File: config.mk
export PLATFORM = sky130hd
export DESIGN_NAME = clock_system_ctrl
export DESIGN_NICKNAME = d
export VERILOG_FILES = /design/src/rtl/clock_ctrl_pkg.sv /design/src/rtl/pll_ref_tracker.sv /design/src/rtl/clock_system_ctrl.sv
export VERILOG_INCLUDE_DIRS = /design/src /design/src/rtl
export SDC_FILE = /design/constraint.sdc
export NUM_CORES = 1
export LEC_CHECK = 0
export BUFFER_PORTS_ARGS = -buffer_cell sky130_fd_sc_hd__buf_2
export CAP_MARGIN = 30
export CELL_PAD_IN_SITES_DETAIL_PLACEMENT = 1
export CELL_PAD_IN_SITES_GLOBAL_PLACEMENT = 1
export CORE_ASPECT_RATIO = 1.4
export CORE_UTILIZATION = 38
export CTS_BUF_LIST = sky130_fd_sc_hd__clkbuf_8
export DETAILED_ROUTE_END_ITERATION = 8
export PLACE_DENSITY_LB_ADDON = 0.1
export SLEW_MARGIN = 20
export SYNTH_ARGS = -nofsm -noshare
export SYNTH_HDL_FRONTEND = slang
export SYNTH_SLANG_ARGS = --single-unit
File: constraint.sdc
create_clock -name clock_i -period 18.7 [get_ports clock_i]
set_input_delay 1.87 -clock clock_i [delete_from_list [all_inputs] [get_ports clock_i]]
set_output_delay 1.87 -clock clock_i [all_outputs]
set_load 0.01 [all_outputs]
File: src/rtl/clock_ctrl_params.svh
// clock control constants: offsets, fields, resets, fuse codes, timing.
// assumes a 100 MHz clock and 6-bit register addresses.
`ifndef CLOCK_CTRL_PARAMS_SVH
`define CLOCK_CTRL_PARAMS_SVH

// ====================
// register map
`define CC_STATUS_ADDR 6'h10
`define CC_SLEEP_ADDR 6'h11
`define CC_T1SEL_ADDR 6'h12
`define CC_PLL_REG_ADDR 6'h29
`define CC_OSC_CAL_ADDR 6'h31

// ====================
// field positions and reset values
`define CC_PLL_LOCK_BIT 0
`define CC_PLL_EN_BIT 1
`define CC_SLEEP_GO_BIT 7
`define CC_T1_FAST_BIT 3
`define CC_OSC_CAL_RESET 8'h80

// ====================
// fuse codes, clock-select field (programmed fuse reads 0)
`define CC_CLOCK_SELECT_FUSES_EXT_CLK 4'h0
`define CC_CLOCK_SELECT_FUSES_RC_HI 4'h4
`define CC_CLOCK_SELECT_FUSES_XRC_HI 4'h8
`define CC_CLOCK_SELECT_FUSES_LF_XTAL 4'h9
`define CC_FACTORY_CLOCK_SELECT_FUSES 4'h1
`define CC_FACTORY_SUT 2'h2
`define CC_FACTORY_PLL_CLOCK_FUSE 1'h1

// ====================
// timing
`define CC_CLK_KHZ 100000
`define CC_PLL_REF_KHZ 1000
`define CC_PLL_MAX_KHZ 70000
`define CC_PLL_MULT 8'h40
`define CC_REF_PERIOD (`CC_CLK_KHZ / `CC_PLL_REF_KHZ)
`define CC_REF_PERIOD_TOL 2
`define CC_LOCK_REFS 8
`define CC_WDT_SHORT_CYCLES 4096
`define CC_WDT_LONG_CYCLES 65536
`define CC_PD_STARTUP_CYCLES 1024

`endif

File: src/rtl/clock_ctrl_pkg.sv
// types shared by the clock control block.
// assumes nothing beyond a SystemVerilog compiler.
package clock_ctrl_pkg;

  // ====================
  // clock sources, sleep modes, sequencer states
  typedef enum logic [2:0] {
    SRC_EXT_CLK, SRC_INT_RC, SRC_EXT_RC, SRC_LF_XTAL, SRC_XTAL, SRC_PLL
  } clk_src_t;

  typedef enum logic [1:0] {
    SLP_IDLE, SLP_ADC_NR, SLP_PDOWN, SLP_STANDBY
  } sleep_mode_t;

  typedef enum logic [2:0] {
    ST_FUSE, ST_RESET_DELAY, ST_STARTUP, ST_RUN, ST_SLEEP
  } cc_state_t;

endpackage : clock_ctrl_pkg

File: src/rtl/pll_ref_tracker.sv
// pll model: reference period, lock and fast cycles per period.
// assumes ref_edge_i is a synchronised one-cycle pulse on clock_i.
`timescale 1ns/10ps
`include "clock_ctrl_params.svh"

module pll_ref_tracker #(
  parameter int LOCK_REFS = `CC_LOCK_REFS
) (
  input wire logic clock_i,
  input wire logic sys_rst_i,
  input wire logic pll_on_i,
  input wire logic ref_edge_i,
  output logic locked_o,
  output logic saturated_o,
  output logic [7:0] burst_o,
  output logic burst_valid_o
);

  logic [11:0] period_r;
  logic seen_edge_r;
  logic [3:0] lock_cnt_r;
  logic in_range;
  logic [31:0] sat_cycles;

  // reference at or below nominal keeps the loop in range
  assign in_range = period_r >= 12'(`CC_REF_PERIOD - `CC_REF_PERIOD_TOL);
  // capped output: 70 MHz worth of cycles over the measured period
  assign sat_cycles = (32'(period_r) * `CC_PLL_MAX_KHZ) / `CC_CLK_KHZ;

  // ====================
  // period measurement
  always_ff @(posedge clock_i or posedge sys_rst_i) begin
    if (sys_rst_i) begin
      period_r <= 12'h000;
      seen_edge_r <= 1'b0;
    end else if (!pll_on_i) begin
      period_r <= 12'h000;
      seen_edge_r <= 1'b0;
    end else if (ref_edge_i) begin
      period_r <= 12'h001;
      seen_edge_r <= 1'b1;
    end else if (period_r != 12'hfff) begin
      period_r <= period_r + 12'h001;
    end
  end

  // ====================
  // lock tracking and output bursts
  always_ff @(posedge clock_i or posedge sys_rst_i) begin
    if (sys_rst_i) begin
      lock_cnt_r <= 4'h0;
      locked_o <= 1'b0;
      saturated_o <= 1'b0;
      burst_o <= 8'h00;
      burst_valid_o <= 1'b0;
    end else if (!pll_on_i) begin
      lock_cnt_r <= 4'h0;
      locked_o <= 1'b0;
      saturated_o <= 1'b0;
      burst_o <= 8'h00;
      burst_valid_o <= 1'b0;
    end else begin
      burst_valid_o <= ref_edge_i && seen_edge_r;
      if (ref_edge_i && seen_edge_r) begin
        if (in_range) begin
          burst_o <= `CC_PLL_MULT;
          saturated_o <= 1'b0;
          if (32'(lock_cnt_r) >= LOCK_REFS - 1) begin
            locked_o <= 1'b1;
          end else begin
            lock_cnt_r <= lock_cnt_r + 4'h1;
          end
        end else begin
          burst_o <= sat_cycles[7:0];
          saturated_o <= 1'b1;
          locked_o <= 1'b0;
          lock_cnt_r <= 4'h0;
        end
      end
    end
  end

endmodule : pll_ref_tracker

File: src/rtl/clock_system_ctrl.sv
// clock control: source selection from fuses, reset and wake start-up
// timing, sleep-mode clock gating, pll control and timer1 clock feed.
// assumes oscillator pins and wake arrive asynchronously; the register
// port is driven by core logic on clock_i.
//
// Notes on behaviour
// - sleep modes gate off clocks of idle domains.
// - core clock stopped: core performs nothing; register writes are ignored.
// - io clock feeds timers, serial unit, interrupts; async wake still detected.
// - flash clock runs and stops with the core clock.
// - converter clock keeps running in converter noise-reduction sleep.
// - pll multiplies a 1 MHz reference by 64.
// - timer1 counts fast peripheral clock or a prescaled version.
// - calibration changes move the fast clock proportionally.
// - reference above 1 MHz: fast clock caps at 70 MHz, unlocked.
// - pll runs only if enable bit set or pll fuse programmed.
// - lock flag set once pll has locked.
// - rc oscillator and pll off in power-down and standby.
// - pll fuse one: select codes pick crystal, low-freq, external rc, clock.
// - codes 0100..0001 pick internal rc; pll fuse zero picks pll.
// - crystal pins taken from general io per selected source.
// - fuses read one unprogrammed, zero programmed.
// - wake from power-down counts start-up on source, holding execution.
// - reset adds 4096 or 65536 watchdog oscillator cycles delay.
// - delivered fuses: select 0001, start-up 10, pll fuse unprogrammed.
//
// The implementer's own choices: the register offsets and the address-and-strobe port.
`timescale 1ns/10ps
`include "clock_ctrl_params.svh"

module clock_system_ctrl #(
  parameter int unsigned WDT_SHORT_CYCLES = `CC_WDT_SHORT_CYCLES,
  parameter int unsigned WDT_LONG_CYCLES = `CC_WDT_LONG_CYCLES,
  parameter int unsigned PD_STARTUP_CYCLES = `CC_PD_STARTUP_CYCLES,
  parameter int LOCK_REFS = `CC_LOCK_REFS
) (
  input wire logic clock_i,
  input wire logic sys_rst_i,
  // register port
  input wire logic [5:0] addr_i,
  input wire logic [7:0] wdata_i,
  input wire logic wr_i,
  input wire logic rd_i,
  output logic [7:0] rdata_o,
  // fuses
  input wire logic fuse_valid_i,
  input wire logic [3:0] clock_select_fuses_i,
  input wire logic [1:0] startup_time_fuses_i,
  input wire logic pll_clock_fuse_i,
  // asynchronous oscillator and wake inputs
  input wire logic rc_osc_i,
  input wire logic src_osc_i,
  input wire logic wdt_osc_i,
  input wire logic wake_i,
  // clock gates and oscillator controls
  output logic core_clock_en_o,
  output logic flash_interface_clock_en_o,
  output logic peripheral_io_clock_en_o,
  output logic converter_clock_en_o,
  output logic fast_peripheral_clock_en_o,
  output logic rc_osc_en_o,
  output logic src_osc_en_o,
  output logic [2:0] clk_src_o,
  output logic [7:0] osc_calibration_value_o,
  output logic crystal_input_pin_take_o,
  output logic crystal_output_pin_take_o,
  output logic pll_lock_flag_o,
  output logic [7:0] t1_step_o
);

  // ======================================================================
  // input synchronisers
  localparam int N_ASYNC = 4;
  logic [N_ASYNC-1:0] async_in;
  logic [N_ASYNC-1:0] sync1_r;
  logic [N_ASYNC-1:0] sync2_r;
  logic [N_ASYNC-1:0] prev_r;
  logic [N_ASYNC-1:0] rise;

  assign async_in = {wake_i, wdt_osc_i, src_osc_i, rc_osc_i};

  // oscillators faster than half of clock_i alias; these are slow models
  genvar gi;
  generate
    for (gi = 0; gi < N_ASYNC; gi++) begin : g_sync
      always_ff @(posedge clock_i or posedge sys_rst_i) begin
        if (sys_rst_i) begin
          sync1_r[gi] <= 1'b0;
          sync2_r[gi] <= 1'b0;
          prev_r[gi] <= 1'b0;
        end else begin
          sync1_r[gi] <= async_in[gi];
          sync2_r[gi] <= sync1_r[gi];
          prev_r[gi] <= sync2_r[gi];
        end
      end
      assign rise[gi] = sync2_r[gi] && !prev_r[gi];
    end
  endgenerate

  logic rc_edge;
  logic src_edge;
  logic wdt_edge;
  logic wake_edge;
  assign rc_edge = rise[0];
  assign src_edge = rise[1];
  assign wdt_edge = rise[2];
  // clock_i free-runs, so wake is caught even while the io clock is gated
  assign wake_edge = rise[3];

  // ======================================================================
  // fuse capture
  logic [3:0] clock_select_fuses_r;
  logic [1:0] sut_r;
  logic pll_clock_fuse_r;
  clock_ctrl_pkg::clk_src_t src_r;
  clock_ctrl_pkg::cc_state_t state_r;

  function automatic clock_ctrl_pkg::clk_src_t decode_src(input logic pll_clock_fuse,
                                                         input logic [3:0] clock_select_fuses);
    clock_ctrl_pkg::clk_src_t s;
    s = clock_ctrl_pkg::SRC_PLL;
    // a programmed fuse reads zero
    if (!pll_clock_fuse) begin
      s = clock_ctrl_pkg::SRC_PLL;
    end else if (clock_select_fuses == `CC_CLOCK_SELECT_FUSES_EXT_CLK) begin
      s = clock_ctrl_pkg::SRC_EXT_CLK;
    end else if (clock_select_fuses <= `CC_CLOCK_SELECT_FUSES_RC_HI) begin
      s = clock_ctrl_pkg::SRC_INT_RC;
    end else if (clock_select_fuses <= `CC_CLOCK_SELECT_FUSES_XRC_HI) begin
      s = clock_ctrl_pkg::SRC_EXT_RC;
    end else if (clock_select_fuses == `CC_CLOCK_SELECT_FUSES_LF_XTAL) begin
      s = clock_ctrl_pkg::SRC_LF_XTAL;
    end else begin
      s = clock_ctrl_pkg::SRC_XTAL;
    end
    return s;
  endfunction : decode_src

  // reset value is the delivered state; real fuses replace it once valid
  always_ff @(posedge clock_i or posedge sys_rst_i) begin
    if (sys_rst_i) begin
      clock_select_fuses_r <= `CC_FACTORY_CLOCK_SELECT_FUSES;
      sut_r <= `CC_FACTORY_SUT;
      pll_clock_fuse_r <= `CC_FACTORY_PLL_CLOCK_FUSE;
      src_r <= clock_ctrl_pkg::SRC_INT_RC;
    end else if (state_r == clock_ctrl_pkg::ST_FUSE && fuse_valid_i) begin
      clock_select_fuses_r <= clock_select_fuses_i;
      sut_r <= startup_time_fuses_i;
      pll_clock_fuse_r <= pll_clock_fuse_i;
      src_r <= decode_src(pll_clock_fuse_i, clock_select_fuses_i);
    end
  end

  // ======================================================================
  // control registers
  logic pll_enable_bit_r;
  logic [7:0] osc_cal_r;
  clock_ctrl_pkg::sleep_mode_t mode_r;
  logic t1_fast_r;
  logic [2:0] t1_ps_r;
  logic wr_ok;
  logic sleep_go;

  // no software runs while the core clock is stopped
  assign wr_ok = wr_i && state_r == clock_ctrl_pkg::ST_RUN;
  assign sleep_go = wr_ok && addr_i == `CC_SLEEP_ADDR && wdata_i[`CC_SLEEP_GO_BIT];

  always_ff @(posedge clock_i or posedge sys_rst_i) begin
    if (sys_rst_i) begin
      pll_enable_bit_r <= 1'b0;
      osc_cal_r <= `CC_OSC_CAL_RESET;
      mode_r <= clock_ctrl_pkg::SLP_IDLE;
      t1_fast_r <= 1'b0;
      t1_ps_r <= 3'h0;
    end else if (wr_ok) begin
      case (addr_i)
        `CC_PLL_REG_ADDR: pll_enable_bit_r <= wdata_i[`CC_PLL_EN_BIT];
        // software must keep the reference at or below 1 MHz
        `CC_OSC_CAL_ADDR: osc_cal_r <= wdata_i;
        `CC_SLEEP_ADDR: mode_r <= clock_ctrl_pkg::sleep_mode_t'(wdata_i[1:0]);
        `CC_T1SEL_ADDR: begin
          t1_fast_r <= wdata_i[`CC_T1_FAST_BIT];
          t1_ps_r <= wdata_i[2:0];
        end
        default: ;
      endcase
    end
  end

  // ======================================================================
  // start-up sequencer
  logic [16:0] cnt_r;
  logic [16:0] wdt_target;
  logic src_tick;
  logic deep_sleep;

  // internal rc and pll sources are timed on the rc reference
  assign src_tick = (src_r == clock_ctrl_pkg::SRC_INT_RC || src_r == clock_ctrl_pkg::SRC_PLL)
                    ? rc_edge : src_edge;
  assign wdt_target = sut_r[1] ? 17'(WDT_LONG_CYCLES) : 17'(WDT_SHORT_CYCLES);
  assign deep_sleep = state_r == clock_ctrl_pkg::ST_SLEEP &&
                      (mode_r == clock_ctrl_pkg::SLP_PDOWN || mode_r == clock_ctrl_pkg::SLP_STANDBY);

  always_ff @(posedge clock_i or posedge sys_rst_i) begin
    if (sys_rst_i) begin
      state_r <= clock_ctrl_pkg::ST_FUSE;
      cnt_r <= 17'h0_0000;
    end else begin
      case (state_r)
        clock_ctrl_pkg::ST_FUSE: begin
          if (fuse_valid_i) begin
            state_r <= clock_ctrl_pkg::ST_RESET_DELAY;
            cnt_r <= 17'h0_0000;
          end
        end
        clock_ctrl_pkg::ST_RESET_DELAY: begin
          if (cnt_r >= wdt_target) begin
            state_r <= clock_ctrl_pkg::ST_STARTUP;
            cnt_r <= 17'h0_0000;
          end else if (wdt_edge) begin
            cnt_r <= cnt_r + 17'h0_0001;
          end
        end
        clock_ctrl_pkg::ST_STARTUP: begin
          if (cnt_r >= 17'(PD_STARTUP_CYCLES)) begin
            state_r <= clock_ctrl_pkg::ST_RUN;
            cnt_r <= 17'h0_0000;
          end else if (src_tick) begin
            cnt_r <= cnt_r + 17'h0_0001;
          end
        end
        clock_ctrl_pkg::ST_RUN: begin
          if (sleep_go) begin
            state_r <= clock_ctrl_pkg::ST_SLEEP;
          end
        end
        clock_ctrl_pkg::ST_SLEEP: begin
          if (wake_edge) begin
            if (deep_sleep) begin
              state_r <= clock_ctrl_pkg::ST_STARTUP;
              cnt_r <= 17'h0_0000;
            end else begin
              state_r <= clock_ctrl_pkg::ST_RUN;
            end
          end
        end
        default: begin
          state_r <= clock_ctrl_pkg::ST_FUSE;
          cnt_r <= 17'h0_0000;
        end
      endcase
    end
  end

  // ======================================================================
  // clock gates and oscillator enables
  logic run;
  logic io_on;
  logic adc_on;
  logic pll_on;
  logic ext_src;
  logic src_on;

  assign run = state_r == clock_ctrl_pkg::ST_RUN;
  assign io_on = run || (state_r == clock_ctrl_pkg::ST_SLEEP &&
                         mode_r == clock_ctrl_pkg::SLP_IDLE);
  assign adc_on = io_on || (state_r == clock_ctrl_pkg::ST_SLEEP &&
                            mode_r == clock_ctrl_pkg::SLP_ADC_NR);
  assign pll_on = (pll_enable_bit_r || !pll_clock_fuse_r) && !deep_sleep;
  assign ext_src = src_r != clock_ctrl_pkg::SRC_INT_RC && src_r != clock_ctrl_pkg::SRC_PLL;
  // standby keeps an external oscillator running; wake from it still counts the full start-up
  assign src_on = ext_src && !(deep_sleep && mode_r == clock_ctrl_pkg::SLP_PDOWN);

  always_ff @(posedge clock_i or posedge sys_rst_i) begin
    if (sys_rst_i) begin
      core_clock_en_o <= 1'b0;
      flash_interface_clock_en_o <= 1'b0;
      peripheral_io_clock_en_o <= 1'b0;
      converter_clock_en_o <= 1'b0;
      fast_peripheral_clock_en_o <= 1'b0;
      rc_osc_en_o <= 1'b1;
      src_osc_en_o <= 1'b0;
    end else begin
      core_clock_en_o <= run;
      flash_interface_clock_en_o <= run;
      peripheral_io_clock_en_o <= io_on;
      converter_clock_en_o <= adc_on;
      fast_peripheral_clock_en_o <= pll_on;
      rc_osc_en_o <= !deep_sleep;
      src_osc_en_o <= src_on;
    end
  end

  // ======================================================================
  // source report and pin ownership
  always_ff @(posedge clock_i or posedge sys_rst_i) begin
    if (sys_rst_i) begin
      clk_src_o <= 3'h0;
      crystal_input_pin_take_o <= 1'b0;
      crystal_output_pin_take_o <= 1'b0;
      osc_calibration_value_o <= `CC_OSC_CAL_RESET;
    end else begin
      clk_src_o <= src_r;
      crystal_input_pin_take_o <= ext_src;
      crystal_output_pin_take_o <= src_r == clock_ctrl_pkg::SRC_LF_XTAL ||
                                   src_r == clock_ctrl_pkg::SRC_XTAL;
      osc_calibration_value_o <= osc_cal_r;
    end
  end

  // ======================================================================
  // pll and timer1 clock feed
  logic pll_locked;
  logic pll_sat;
  logic [7:0] burst;
  logic burst_valid;

  pll_ref_tracker #(
    .LOCK_REFS(LOCK_REFS)
  ) u_pll (
    .clock_i(clock_i),
    .sys_rst_i(sys_rst_i),
    .pll_on_i(pll_on),
    .ref_edge_i(rc_edge),
    .locked_o(pll_locked),
    .saturated_o(pll_sat),
    .burst_o(burst),
    .burst_valid_o(burst_valid)
  );

  logic [8:0] acc_r;
  logic [8:0] acc_sum;
  logic [8:0] acc_mask;

  // remainder is carried so prescaling loses no fast cycles
  assign acc_sum = acc_r + (burst_valid ? {1'b0, burst} : 9'h000);
  assign acc_mask = 9'((9'h001 << t1_ps_r) - 9'h001);

  always_ff @(posedge clock_i or posedge sys_rst_i) begin
    if (sys_rst_i) begin
      acc_r <= 9'h000;
      t1_step_o <= 8'h00;
      pll_lock_flag_o <= 1'b0;
    end else begin
      pll_lock_flag_o <= pll_locked;
      if (!io_on) begin
        t1_step_o <= 8'h00;
      end else if (t1_fast_r && pll_on) begin
        t1_step_o <= 8'(acc_sum >> t1_ps_r);
        acc_r <= acc_sum & acc_mask;
      end else begin
        t1_step_o <= 8'h01;
        acc_r <= 9'h000;
      end
    end
  end

  // ======================================================================
  // read port
  always_ff @(posedge clock_i or posedge sys_rst_i) begin
    if (sys_rst_i) begin
      rdata_o <= 8'h00;
    end else if (rd_i) begin
      case (addr_i)
        `CC_STATUS_ADDR: rdata_o <= {1'b0, sut_r, pll_sat, pll_on, src_r};
        `CC_SLEEP_ADDR: rdata_o <= {6'h00, mode_r};
        `CC_T1SEL_ADDR: rdata_o <= {4'h0, t1_fast_r, t1_ps_r};
        `CC_PLL_REG_ADDR: rdata_o <= {6'h00, pll_enable_bit_r, pll_locked};
        `CC_OSC_CAL_ADDR: rdata_o <= osc_cal_r;
        default: rdata_o <= 8'h00;
      endcase
    end else begin
      rdata_o <= 8'h00;
    end
  end

endmodule : clock_system_ctrl

# [Word level (Yosys, flattened, before mapping)]
# Index checks and enable logic that the tools add are counted.
[op_classes] addsub=5 n_mul=1 div=1 magnitude_cmp=6 eq_ne=33 shift=2 mux=48 bitwise=2 n_reduce_logical=41
[ops] op="2-to-1 mux 17 bit" n=8
[ops] op="case mux 17 bit (5 select lines)" n=1
[ops] op="2-to-1 mux 8 bit" n=7
[ops] op="case mux 8 bit (5 select lines)" n=1
[ops] op="2-to-1 mux 12 bit" n=3
[ops] op="divider 29 x 17 -> 32 bit, second input constant" n=1
[ops] op="2-to-1 mux 3 bit" n=10
[ops] op="multiplier 12 x 13 -> 25 bit, second input constant" n=1
[ops] op="equality test 6 x 5 -> 1 bit, second input constant" n=3
[ops] op="adder 17 x 1 -> 17 bit, second input constant" n=1
[ops] op="greater-or-equal comparator 17 x 11 -> 1 bit, second input constant" n=1
[ops] op="greater-or-equal comparator 17 bit" n=1
[ops] op="logical AND 1 bit" n=17
[ops] op="2-to-1 mux 4 bit" n=4
[ops] op="!= test 3 bit, second input constant" n=5
[ops] op="case mux 3 bit (5 select lines)" n=1
[ops] op="!= test 2 bit, second input constant" n=7
[ops] op="adder 12 x 1 -> 12 bit, second input constant" n=1
[ops] op="equality test 6 bit, second input constant" n=2
[ops] op="greater-or-equal comparator 12 x 7 -> 1 bit, second input constant" n=1
[ops] op="2-to-1 mux 1 bit" n=12
[ops] op="!= test 12 bit, second input constant" n=1
[ops] op="AND reduction 2 bit" n=6
[ops] op="adder 9 x 8 -> 9 bit" n=1
[ops] op="26 further kinds" n=43
[word_totals] reg_bits=126 inputBits=30 out_inout_bits=37 wordCells=182

# [Depth between registers and ports, before layout]
[depth] ltp_word=8 mapped_depth=66 ltp_nobuf=56

# [Modules after synthesis]
# Synthesis repeated with hierarchy kept, for this count alone.
[unflattened] cells_unflattened=1901 area_unflattened_um2=15552.4
[modules_own_cells] module="pll_ref_tracker" n_inst=1 cells_each=1420 area_per_inst_um2=10585.2 seq_area_each_um2=700.7
[modules_own_cells] module="clock_system_ctrl" n_inst=1 cells_each=481 area_per_inst_um2=4967.3 seq_area_each_um2=2459.9

# [Worst setup path after synthesis]
# OpenSTA, ideal clock, no wires.
[synth_path] path_type="register to register" startpoint="register u_pll.period_r[10]" endpoint="register u_pll.burst_o[0]" setup_time_ns=0.126 t_arrival_ns=15.170 t_required_ns=18.574 setup_slack_ns=3.403 path_stages_with_launch=63 path_buffers=6 period_less_slack_ns=15.297 cell_sequence="dfrtp_1 > inv_1 > ha_1 > inv_1 > fa_1 > inv_1 > fa_1 > inv_1 > fa_1 > inv_1 > ha_1 > ha_1 > buf_4 > a211oi_2 > nor2_1 > or4_1 > o211a_1 > nand3_1 > [... 27 more ...] > a21oi_2 > nor4_4 > a211oi_2 > mux2_4 > or3_4 > o2111a_1 > o22ai_1 > xnor2_1 > a211oi_2 > o41ai_2 > buf_6 > o31ai_2 > a221oi_4 > o221ai_2 > a22o_1 > and2_4 > a21o_1 > a311o_1"
[synth_between] elab_chain_cells=5 elab_cells_between_ends=6 cone_classes="mul: 1; div: 1; order compare: 1; mux: 3"
[synth_rtl] element="from (decl)" line="pll_ref_tracker.sv:19" source="logic [11:0] period_r;"
[synth_rtl] element="from (signal assigned)" line="pll_ref_tracker.sv:43" source="period_r <= period_r + 12'h001;"
[synth_rtl] element="multiplier 12 x 13 -> 25 bit (no source line)"
[synth_rtl] element="divider 29 x 17 -> 32 bit (no source line)"
[synth_rtl] element="2-to-1 mux 8 bit (*)" line="pll_ref_tracker.sv:65" source="if (in_range) begin"
[synth_rtl] element="2-to-1 mux 8 bit (*)" line="pll_ref_tracker.sv:64" source="if (ref_edge_i && seen_edge_r) begin"
[synth_rtl] element="2-to-1 mux 8 bit (*)" line="pll_ref_tracker.sv:56" source="end else if (!pll_on_i) begin"
[synth_rtl] element="to (signal assigned)" line="pll_ref_tracker.sv:66" source="burst_o <= `CC_PLL_MULT;"
[synth_rtl] element="to (signal assigned)" line="pll_ref_tracker.sv:74" source="burst_o <= sat_cycles[7:0];"
[synth_rtl] element="to (decl)" line="pll_ref_tracker.sv:15" source="output logic [7:0] burst_o,"
# Every way passes the cells marked *; elsewhere a longest branch is shown, timed or not. The select of a mux whose other input is x is not followed.
# A chain may end at the register's enable or synchronous reset.

# [Worst setup path after layout]
[layout_path] startpoint="register u_pll.period_r[8]" endpoint="register u_pll.burst_o[0]"
# The elaborated chain is that of the path after synthesis.

==> qor.yml <==
stdcell_count: 2439
wire_per_inst_um: 19.2
cts.sinks: 126
cp.arrival_ns: 17.97
drt_first_pass_iters: 5
power_leakage_nw: 7.31
drtIter0Drc: 507
setup-violations-final: 0
final_max_slew_viol_count: 0
grt_pass1_vias: 14800
r2r_cells: 57
grt_pass1_wl_um: 76500
gr-total-overflow: 0
cp-start-kind: "flop"
p_sw_share_pct: 48.1
h-tree-depth: 4
synth.cell_area_sq_um: 15200
hold_viol_final: 0
yosysTopAreaCellShare_pct: 19.8
placed_area_sq_um: 16100
dieArea_sq_um: 40700
yosysUniqueCellTypes: 127
crit_fanout: 12
skew_ns: 0.0129
max_freq_mhz: 56.7
syn_inst: 1839
synth_ff_type: "dfrtp_1"
nNetsFinal: 2061
period_share_pct: 94.3
numCtsBuffers: 17
cts_tree: "yes"
p_int_mw: 0.789
pwr-share-comb_pct: 60.4
drive_gt1_share_pct: 14.8
post-place-ws_ns: 0.268
via_count: 14400
whs_path_depth: 0
area_delta_synth_final_pct: 10.3
setup_tns_ns: 0
max-clock-path-buffers: 2
worstMarginPinSlew_ns: 0.899
slowest_stage: "dfrtp_1"
p_seq_share_pct: 22.6
switchingPower_mw: 0.730
die_w_um: 171
cap_violations: 0
antenna_found_initial: 0
grt_max_degree: 66
fin_crit_ns: 17.64
start_util_pct: 38.5
cts_hold_buf: 0
fin_area_sq_um: 16700
grt.total_usage_pct: 23.2
hold_class: "reg2reg"
synth_fp_nets: 2003
clock_latency_ns: 0.46
synth_seq_cells: 126
synth_area_leaders: "dfrtp_1, ha_1, fa_1"
portBuffers: 66
cts_root_buf: "clkbuf_8"
cp-end-kind: "flop"
status: "finished clean"
ys_warn_count: 0
row_count: 86
core_area_sq_um: 39400
hpwl_um: 37500
place_inst: 2396
slew_headroom_pct: 40.0
required_ns: 19.03
yosysTopAreaCell: "dfrtp_1"
worst_slack_ns: 1.06
power_mw: 1.52
antenna_left: 0
max-vdd-ir-drop_v: 0.0000359
routed_via_density: 5.90
finalWirelength_um: 46900
synth_edf_count: 0
yosysSeqAreaShare_pct: 20.8
io_pins: 67
die_h_um: 238
async_flop_share_pct: 100
cts.clk_slew.worst_paths_ns: 0.08
drcViolationCount: 0
nFillCells: 4852
p_clk_share_pct: 16.9
syn_area_per_cell_sq_um: 8.25
p_per_area_nw_per_um2: 90.8
criticalPathCategory: "reg2reg"
gp_congestion: 0.899
cpPeakStageDelay_ns: 0.61
[flip-flops by register name (all words and copies together) (netlist names), 3 cells and up]
register and cells:
cnt_r 17, u_pll.period_r 12, acc_r 9, osc_cal_r 8, osc_calibration_value_o 8, rdata_o 8
t1_step_o 8, u_pll.burst_o 8, prev_r 4, sync1_r 4, sync2_r 4, u_pll.lock_cnt_r 4
clk_src_o 3, src_r 3, state_r 3, t1_ps_r 3
[path summary, 6_finish.rpt]
check	from	endpoint	slack [ns]
max reg2reg	u_pll.period_r[8]	u_pll.burst_o[0]	1.06
min in group asynchronous	sys_rst_i	sync2_r[3]	1.49
min reg2reg	sync1_r[2]	sync2_r[2]	0.35
min	sync1_r[2]	sync2_r[2]	0.35
max in group asynchronous	sys_rst_i	u_pll.burst_o[4]	15.96
max	u_pll.period_r[8]	u_pll.burst_o[0]	1.06
[worst max-delay path: cells and delay by family (launching register included)]
family	cells	cell delay [ns]
flip-flops	1	0.61
AO/OA/AOI/OAI	28	7.47
XOR/XNOR	2	0.34
buffers and inverters	6	0.69
adder cells (fa/ha/maj)	7	2.98
AND/OR/NAND/NOR	12	4.51
multiplexers	2	0.88
[area by class of cell]
class | count | area [sq um] | share of cell area [%]
multi-input cells | 1545 | 11500 | 68.6
flip-flops and latches | 126 | 3160 | 18.9
well taps | 528 | 661 | 3.95
repair buffers | 103 | 601 | 3.59
inverters | 104 | 395 | 2.36
clock buffers | 20 | 275 | 1.65
clock inverters | 12 | 154 | 0.920
diodes | 1 | 2.50 | 0.0150
[Yosys cell counts, drive strengths merged, types with 9 or more instances]
cell type and number:
maj3 9, inv 104, mux2 28, o22ai 12, or2 19, nand2b 12, dfrtp 120, nand4 23
a2111oi 10, a211oi 43, buf 21, o211ai 26, a31oi 31, nor2 163, o31ai 20, or3 26
o21bai 9, and3 27, a21o 38, nand2 152, ha 101, and2 35, fa 33, o21ai 134
clkbuf 43, a21boi 15, o221ai 10, nor4 23, o32ai 9, nor3 61, xor2 25, nand3 55
nor2b 15, a21oi 112, o21a 13, a211o 12, xnor2 66, mux2i 32
[metal layers]
| layer | wire length (um) | vias to the layer above | share of wire [%] | GRT usage [%] |
|---|---|---|---|---|
| met5 | 0 | - | 0 | 0 |
| met4 | 1310 | 0 | 2.8 | 8.25 |
| met3 | 955 | 64 | 2.0 | 1.79 |
| met2 | 25000 | 214 | 53 | 44.2 |
| met1 | 19600 | 7113 | 42 | 26.7 |
| li1 | - | 7011 | - | - |
[through the flow]
stage / hold slack (ns) / utilization (%)
final: 0.353 / 42.5
after global routing: 0.359 / 42.5
after detailed placement: 0.336 / 40.8
after global placement: 0.333 / 40.8
after floorplan: 0.331 / -
after CTS: 0.358 / 41.9
[cells by family after synthesis]
group                    after synthesis  synth area share, %
flip-flops                           126                 20.8
AND/OR/NAND/NOR                      640                 21.2
buffers and inverters                168                 4.55
AO/OA/AOI/OAI                        610                 30.1
multiplexers                          61                 4.58
XOR/XNOR                              91                 5.45
adder cells (fa/ha/maj)              143                 13.3
[power by group through the flow]
stage               sequential, mW  clock [mW]  combinational (mW)
finish                       0.344       0.257               0.918
detailed placement           0.350           0               0.891
CTS                          0.345       0.265               0.896
floorplan                    0.343           0               0.654
global route                 0.349       0.276                1.01
global placement             0.348           0               0.872
[cell usage in the layout, fill, tap and decap left out, types with 9 or more instances in the layout]
| cell type | n |
|---|---|
| o211ai_1 | 19 |
| buf_2 | 68 |
| nand3_1 | 55 |
| a21o_1 | 36 |
| buf_4 | 34 |
| clkbuf_8 | 20 |
| nand2_1 | 151 |
| o21ai_1 | 19 |
| o21ai_0 | 112 |
| o31ai_1 | 16 |
| nor3_1 | 55 |
| nand4_1 | 23 |
| o32ai_1 | 9 |
| a211o_1 | 12 |
| a211oi_2 | 11 |
| ha_1 | 101 |
| xnor2_1 | 59 |
| nor2_1 | 158 |
| a21oi_1 | 104 |
| o21a_1 | 12 |
| dfrtp_1 | 120 |
| o22ai_1 | 12 |
| and3_1 | 27 |
| nor2b_1 | 15 |
| and2_1 | 34 |
| inv_1 | 108 |
| xor2_1 | 23 |
| nand2b_1 | 12 |
| mux2i_1 | 26 |
| nor4_1 | 21 |
| a31oi_1 | 30 |
| mux2_2 | 27 |
| a21boi_0 | 10 |
| fa_1 | 33 |
| or3_1 | 24 |
| a211oi_1 | 28 |
| or2_2 | 13 |
[what timing repair did]
action / CTS / global route
endpoints found under the setup margin: 0 / 2
setup buffers: 0 / 8
gates resized for setup: 0 / 26
Note: power is estimated with default switching activity, not from simulation.
